$ cat src/hdl/smps_pkg.sv
package smps_pkg;
	// delay field width and minimum counts
	localparam int unsigned DLY_W = 6;
	localparam logic [5:0] PAD_OFF_DELAY_MIN = 6'h01;
	localparam logic [5:0] CLOCK_OFF_DELAY_MIN = 6'h0b;
	localparam logic [5:0] CLOCK_ON_DELAY_MIN = 6'h01;
	localparam logic [5:0] PAD_ON_DELAY_MIN = 6'h28;
	// clock enable vector and ramp
	localparam int unsigned CLK_EN_W = 16;
	localparam int unsigned RAMP_STEPS = 3;
	localparam logic [15:0] CLK_EN_RST = 16'hffff;
	localparam logic [15:0] RAMP_OFF_1 = 16'hfff0;
	localparam logic [15:0] RAMP_OFF_2 = 16'hff00;
	localparam logic [15:0] RAMP_ON_1 = 16'h000f;
	localparam logic [15:0] RAMP_ON_2 = 16'h00ff;
	// user counter and pads
	localparam int unsigned CNT_W = 8;
	localparam logic [7:0] CNT_RST = 8'h00;
	localparam int unsigned GPIO_W = 4;
	localparam logic [3:0] GPIO_VAL = 4'ha;
	// sequencer states
	typedef enum logic [2:0] {
		SMPS_AWAKE,
		SMPS_PAD_OFF,
		SMPS_CLK_OFF,
		SMPS_SLEEP,
		SMPS_CLK_ON,
		SMPS_PAD_ON
	} smps_state_e;
endpackage

$ cat src/hdl/smps_sequencer.sv
`timescale 1ns/1ps
`default_nettype none
module smps_sequencer
(
	// clock from free-running oscillator, reset
	input wire logic clk_sys,
	input wire logic resetn,
	// sleep request pin
	input wire logic sleep_req,
	// delay settings in cycles
	input wire logic [5:0] pad_off_delay,
	input wire logic [5:0] clock_off_delay,
	input wire logic [5:0] clock_on_delay,
	input wire logic [5:0] pad_on_delay,
	// status
	output logic sleep_status,
	// power controls
	output logic io_enable,
	output logic [15:0] clk_enable,
	// gpio pad (value and output enable)
	output logic [3:0] gpio_pad_out,
	output logic [3:0] gpio_pad_oe,
	// user counter
	output logic [7:0] cnt_value,
	output logic [7:0] cnt_sleep_enter,
	output logic [7:0] cnt_sleep_exit
);
	logic rst_s1_r, rst_s2_r, req_s1_r, req_s2_r, frozen_r;
	smps_pkg::smps_state_e state_r;
	logic [5:0] dly_r;
	logic [1:0] ramp_r;

	// clamp a setting to its minimum
	function automatic logic [5:0] clamp(input logic [5:0] v,
		input logic [5:0] mn);
		clamp = (v < mn) ? mn : v;
	endfunction
	// reset release through two flops
	always_ff @(posedge clk_sys or negedge resetn)
	begin
		if (!resetn)
			{rst_s2_r, rst_s1_r} <= 2'b00;
		else
			{rst_s2_r, rst_s1_r} <= {rst_s1_r, 1'b1};
	end
	// request synchroniser, clk_sys never gated
	always_ff @(posedge clk_sys or negedge rst_s2_r)
	begin
		if (!rst_s2_r)
			{req_s2_r, req_s1_r} <= 2'b00;
		else
			{req_s2_r, req_s1_r} <= {req_s1_r, sleep_req};
	end
	// sequencer: state, delay counter, ramp step
	always_ff @(posedge clk_sys or negedge rst_s2_r)
	begin
		if (!rst_s2_r)
		begin
			state_r <= smps_pkg::SMPS_AWAKE;
			dly_r <= '0;
			ramp_r <= '0;
		end
		else
		begin
			case (state_r)
				smps_pkg::SMPS_AWAKE:
					if (req_s2_r)
					begin
						state_r <= smps_pkg::SMPS_PAD_OFF;
						dly_r <= 6'h01;
					end
				smps_pkg::SMPS_PAD_OFF:
				begin
					dly_r <= dly_r + 6'h01;
					if (dly_r >= clamp(pad_off_delay,
						smps_pkg::PAD_OFF_DELAY_MIN))
					begin
						state_r <= smps_pkg::SMPS_CLK_OFF;
						dly_r <= 6'h01;
					end
				end
				smps_pkg::SMPS_CLK_OFF:
				begin
					if (dly_r >= clamp(clock_off_delay,
						smps_pkg::CLOCK_OFF_DELAY_MIN))
					begin
						ramp_r <= ramp_r + 2'h1;
						if (ramp_r == 2'(smps_pkg::RAMP_STEPS - 1))
						begin
							state_r <= smps_pkg::SMPS_SLEEP;
							ramp_r <= '0;
						end
					end
					else
						dly_r <= dly_r + 6'h01;
				end
				smps_pkg::SMPS_SLEEP:
					if (!req_s2_r)
					begin
						state_r <= smps_pkg::SMPS_CLK_ON;
						dly_r <= 6'h01;
					end
				smps_pkg::SMPS_CLK_ON:
				begin
					if (dly_r >= clamp(clock_on_delay,
						smps_pkg::CLOCK_ON_DELAY_MIN))
					begin
						ramp_r <= ramp_r + 2'h1;
						if (ramp_r == 2'(smps_pkg::RAMP_STEPS - 1))
						begin
							state_r <= smps_pkg::SMPS_PAD_ON;
							ramp_r <= '0;
							dly_r <= 6'h01;
						end
					end
					else
						dly_r <= dly_r + 6'h01;
				end
				smps_pkg::SMPS_PAD_ON:
				begin
					dly_r <= dly_r + 6'h01;
					if (dly_r >= clamp(pad_on_delay,
						smps_pkg::PAD_ON_DELAY_MIN))
						state_r <= smps_pkg::SMPS_AWAKE;
				end
				default:
					state_r <= smps_pkg::SMPS_AWAKE;
			endcase
		end
	end
	// status flag spans whole entry to end of exit
	always_ff @(posedge clk_sys or negedge rst_s2_r)
	begin
		if (!rst_s2_r)
			sleep_status <= 1'b0;
		else if (state_r == smps_pkg::SMPS_AWAKE && req_s2_r)
			sleep_status <= 1'b1;
		else if (state_r == smps_pkg::SMPS_PAD_ON && dly_r >=
			clamp(pad_on_delay, smps_pkg::PAD_ON_DELAY_MIN))
			sleep_status <= 1'b0;
	end
	// pad enable and pad drive
	always_ff @(posedge clk_sys or negedge rst_s2_r)
	begin
		if (!rst_s2_r)
		begin
			io_enable <= 1'b1;
			gpio_pad_oe <= '1;
		end
		else if (state_r == smps_pkg::SMPS_PAD_OFF && dly_r >=
			clamp(pad_off_delay, smps_pkg::PAD_OFF_DELAY_MIN))
		begin
			io_enable <= 1'b0;
			gpio_pad_oe <= '0;
		end
		else if (state_r == smps_pkg::SMPS_PAD_ON && dly_r >=
			clamp(pad_on_delay, smps_pkg::PAD_ON_DELAY_MIN))
		begin
			io_enable <= 1'b1;
			gpio_pad_oe <= '1;
		end
	end
	// pad value is a fixed demo pattern
	always_ff @(posedge clk_sys or negedge rst_s2_r)
	begin
		if (!rst_s2_r)
			gpio_pad_out <= '0;
		else
			gpio_pad_out <= smps_pkg::GPIO_VAL;
	end
	// clock enable ramp, active high per network
	always_ff @(posedge clk_sys or negedge rst_s2_r)
	begin
		if (!rst_s2_r)
			clk_enable <= smps_pkg::CLK_EN_RST;
		else if (state_r == smps_pkg::SMPS_CLK_OFF && dly_r >=
			clamp(clock_off_delay, smps_pkg::CLOCK_OFF_DELAY_MIN))
		begin
			case (ramp_r)
				2'h0: clk_enable <= smps_pkg::RAMP_OFF_1;
				2'h1: clk_enable <= smps_pkg::RAMP_OFF_2;
				default: clk_enable <= '0;
			endcase
		end
		else if (state_r == smps_pkg::SMPS_CLK_ON && dly_r >=
			clamp(clock_on_delay, smps_pkg::CLOCK_ON_DELAY_MIN))
		begin
			case (ramp_r)
				2'h0: clk_enable <= smps_pkg::RAMP_ON_1;
				2'h1: clk_enable <= smps_pkg::RAMP_ON_2;
				default: clk_enable <= '1;
			endcase
		end
	end
	// user counter with freeze and captures
	always_ff @(posedge clk_sys or negedge rst_s2_r)
	begin
		if (!rst_s2_r)
		begin
			cnt_value <= smps_pkg::CNT_RST;
			cnt_sleep_enter <= smps_pkg::CNT_RST;
			cnt_sleep_exit <= smps_pkg::CNT_RST;
			frozen_r <= 1'b0;
		end
		else if (state_r == smps_pkg::SMPS_AWAKE && req_s2_r && !frozen_r)
		begin
			cnt_sleep_enter <= cnt_value;
			frozen_r <= 1'b1;
		end
		else if (state_r == smps_pkg::SMPS_PAD_ON && frozen_r)
		begin
			cnt_sleep_exit <= cnt_value;
			frozen_r <= 1'b0;
		end
		else if (!frozen_r && state_r == smps_pkg::SMPS_AWAKE)
			cnt_value <= cnt_value + 8'h01;
	end
endmodule
`default_nettype wire

$ cat config.mk
export PLATFORM = sky130hd
export DESIGN_NAME = smps_sequencer
export DESIGN_NICKNAME = d
export VERILOG_FILES = /design/src/hdl/smps_pkg.sv /design/src/hdl/smps_sequencer.sv
export SDC_FILE = /design/constraint.sdc
export NUM_CORES = 1
export LEC_CHECK = 0
export BUFFER_PORTS_ARGS = -buffer_cell sky130_fd_sc_hd__buf_2
export CAP_MARGIN = 10
export CORE_ASPECT_RATIO = 0.6
export CORE_MARGIN = 5
export CORE_UTILIZATION = 28
export DETAILED_ROUTE_END_ITERATION = 16
export PLACE_DENSITY = 0.59
export SLEW_MARGIN = 20
export SYNTH_ARGS = -nofsm -noshare
export SYNTH_HDL_FRONTEND = slang
export SYNTH_SLANG_ARGS = --single-unit
$ cat constraint.sdc
create_clock -name clk_sys -period 2.03 [get_ports clk_sys]
set_input_delay 0.203 -clock clk_sys [delete_from_list [all_inputs] [get_ports clk_sys]]
set_output_delay 0.203 -clock clk_sys [all_outputs]
set_load 0.01 [all_outputs]
==> flow_summary.toml <==
[critical_path]
crit_path_start_kind = "register"
cp.arrival_ns = 2.19
critical_path_class = "register to register"
cp_data_required_time_ns = 2.21
r2r_setup_slack_ns = 0.01
worstSetupStartpoint = "dly_r[5]"
regToRegStartpoint = "dly_r[5]"
crit_path_max_fanout = 6
end_kind = "register"

[grt]
grt_pass1_vias = 2268
grt_start_max_net_pins = 45
grtUsageTotal_pct = 10.9
gr-total-overflow = 0
antenna_found_initial = 0
grt_pass1_wl_um = 11100

[synth]
ys_async_sr_fraction_pct = 100
synth-seq-area-share_pct = 40.3
ys_types = 55
ys.flop_type = "dfrtp_1"
ys_ff_latch = 46
ys.warnings.count = 0
synth_edf_count = 0
netlist_area_mm2 = 0.00287
syn_avg_cell_area_um2 = 10.1
synth_cells = 284

[timing]
worstMarginPinSlew_ns = 0.572
hold_viol_final = 0
holdWs_ns = 0.0372
finalWorstSetupSlack_ns = 0.0138
max_freq_ghz = 0.496
clock_skew_ns = 0.00716
min_period_ns = 2.02
slew_headroom_pct = 61.9
rsz0062_at_grt = "true"
report.final.slew_viol_count = 0
fin_crit_sh_pct = 99.3
setup_viol = 0

[routing]
vias_per_cell = 4.57
drtIter0Drc = 130
ant_nets = 0
wirelength_um = 7040
num_vias = 2345
routedWlPerCell_um = 13.7
drtPass1Iterations = 4
drc = 0

[clock_network]
clock-sinks = 46
h-tree-depth = 2
clk_path_buf_depth = 2
cts_tree = "done"
clk_latency_ns = 0.28
cts.clk_slew.worst_paths_ns = 0.07
cts_root_buf = "clkbuf_16"
cts_made_buffers = 5

[worst_hold_path]
hp-class = "input port to register"
holdCritStartpoint = "sleep_req"

[placement]
place_ws_ns = -0.0833
hpwl_um = 5330
io_buffers = 74
gp_congestion = 0.807

[floorplan]
boundaryPins = 77
coreArea_mm2 = 0.00991
dieArea_mm2 = 0.0124
die_w_um = 141
die_y_um = 88.4
rows = 28
start_util_pct = 28.9

[layout]
syn2layout_area_growth_pct = 34.8
drive_above_1_share_pct = 46.8
fillCellCount = 975
multi_input_area_mm2 = 0.00165
regArea_mm2 = 0.00116
diodes = 0
nNetsFinal = 430

[run]
timing.max_cap.violations = 0

[outcome]
status = "finished clean"

[pwr]
power.density_mw_per_mm2 = 1090
leakage_nw = 1.91
power_w = 0.00422
max-vdd-ir-drop_mv = 0.521
power breakdown:
part	internal, W	switching [W]	total, W
logic	0.000938	0.000921	0.00186
clock network	0.000581	0.000323	0.000903
registers	0.00115	0.000303	0.00145
total	0.00267	0.00155	0.00422
sequential cells by signal, summed over array words and instances (netlist names):
signal           flops
frozen_r             1
req_s1_r             1
sleep_status         1
dly_r                6
cnt_value            8
state_r              3
req_s2_r             1
rst_s2_r             1
cnt_sleep_exit       8
clk_enable           3
gpio_pad_oe          1
gpio_pad_out         1
cnt_sleep_enter      8
rst_s1_r             1
ramp_r               2
worst max-delay path, cell delays in order, from the launching register on:
cell,delay (ns)
dfrtp_2,0.45
buf_6,0.13
ha_4,0.23
a22oi_2,0.18
nand2_1,0.11
o211ai_2,0.22
o211ai_4,0.11
o21bai_4,0.22
o311ai_2,0.26
cell type report:
class	count	area share (%)
multi-input combinational	196	42.8
sequential	46	30.1
timing repair buffer	108	16.5
tap	135	4.37
clock buffer	6	3.33
inverter	20	1.94
clock inverter	2	0.971
cell families (layout without fill, tap and decap cells):
logic type      after synthesis  after routing  share of synthesized area, %
xor+xnor                      7              7                          2.14
mux                          17             17                          6.68
fa+ha+maj                    26             26                          11.3
simple gates                 78             78                          13.7
compound gates               63             63                          16.4
buf+inv                      45            136                          9.07
other cells                   2              5                         0.262
flops                        46             46                          40.3
routing by layer:
| metal | wire length, um | GRT usage, % | part of all wire [%] | vias up |
|---|---|---|---|---|
| met2 | 3160 | 16.6 | 45 | 54 |
| met4 | 20 | 0.792 | 0.28 | 0 |
| met3 | 379 | 2.70 | 5.4 | 4 |
| met5 | 0 | 0 | 0 | - |
| met1 | 3480 | 16.4 | 49 | 1115 |
| li1 | - | - | - | 1172 |
layout by cell type, fill, tap and decap left out, types with 3 or more instances in the layout:
cell       instances
buf_2             74
dfrtp_1           37
buf_4             30
nand2_1           27
inv_1             19
mux2_2            17
ha_1              17
a21oi_1           11
nand3_1           11
o21ai_0           11
o211ai_1          10
nor2_1             8
ha_4               8
xnor2_1            6
nor3_1             5
a21oi_2            5
conb_1             5
clkbuf_16          5
dfrtp_2            5
or2_2              4
a21o_1             4
dfstp_2            4
nand2b_1           3
a2111oi_4          3
buf_6              3
synth_stat cells (2+ instances only):
cell,count,share of area [%]
a2111oi_2,2,1.0
a21o_1,4,1.0
a21oi_1,14,2.4
a21oi_2,2,0.61
a31o_2,2,0.61
and3_1,2,0.44
buf_4,22,5.8
conb_1,2,0.26
dfrtp_1,42,37
dfstp_2,4,3.7
ha_1,26,11
inv_1,20,2.6
mux2_2,17,6.7
nand2_1,27,3.5
nand2b_1,4,0.87
nand3_1,11,1.9
nand4_1,2,0.44
nor2_1,9,1.2
nor2b_1,2,0.44
nor3_1,5,0.87
nor3b_1,2,0.52
nor4_1,2,0.44
o211ai_1,10,2.6
o21a_1,2,0.52
o21ai_0,11,1.9
or2_2,4,0.87
xnor2_1,6,1.8
path summary, 6_finish.rpt:
| kind | end | depth (start not counted) |
|---|---|---|
| min in group asynchronous | rst_s2_r | 2 |
| hold reg to reg | cnt_sleep_enter[2] | 1 |
| max in group asynchronous | dly_r[5] | 1 |
| setup reg to reg | dly_r[2] | 8 |
| hold / removal | req_s1_r | 1 |
| setup / recovery | dly_r[2] | 8 |
through the flow:
stage                     TNS (ns)  area [um2]  util (%)  std cells
final                            0        3860      39.0        513
after detailed placement    -0.282        3430      34.6        497
after global routing        -0.245        3860      39.0        513
after floorplan                  0        2880         -        287
after global placement      -0.174        3430      34.6        497
after CTS                        0        3680      37.1        508
repair_timing:
item | 4_1_cts | 5_1_grt
endpoints found under the hold margin | 2 | 0
gates resized for setup | 8 | 22
buffers inserted | 2 | 6
hold buffers | 1 | 0
pin swaps | 5 | 21
endpoints found under the setup margin | 7 | 10
Note: power is estimated with default switching activity, not from simulation.
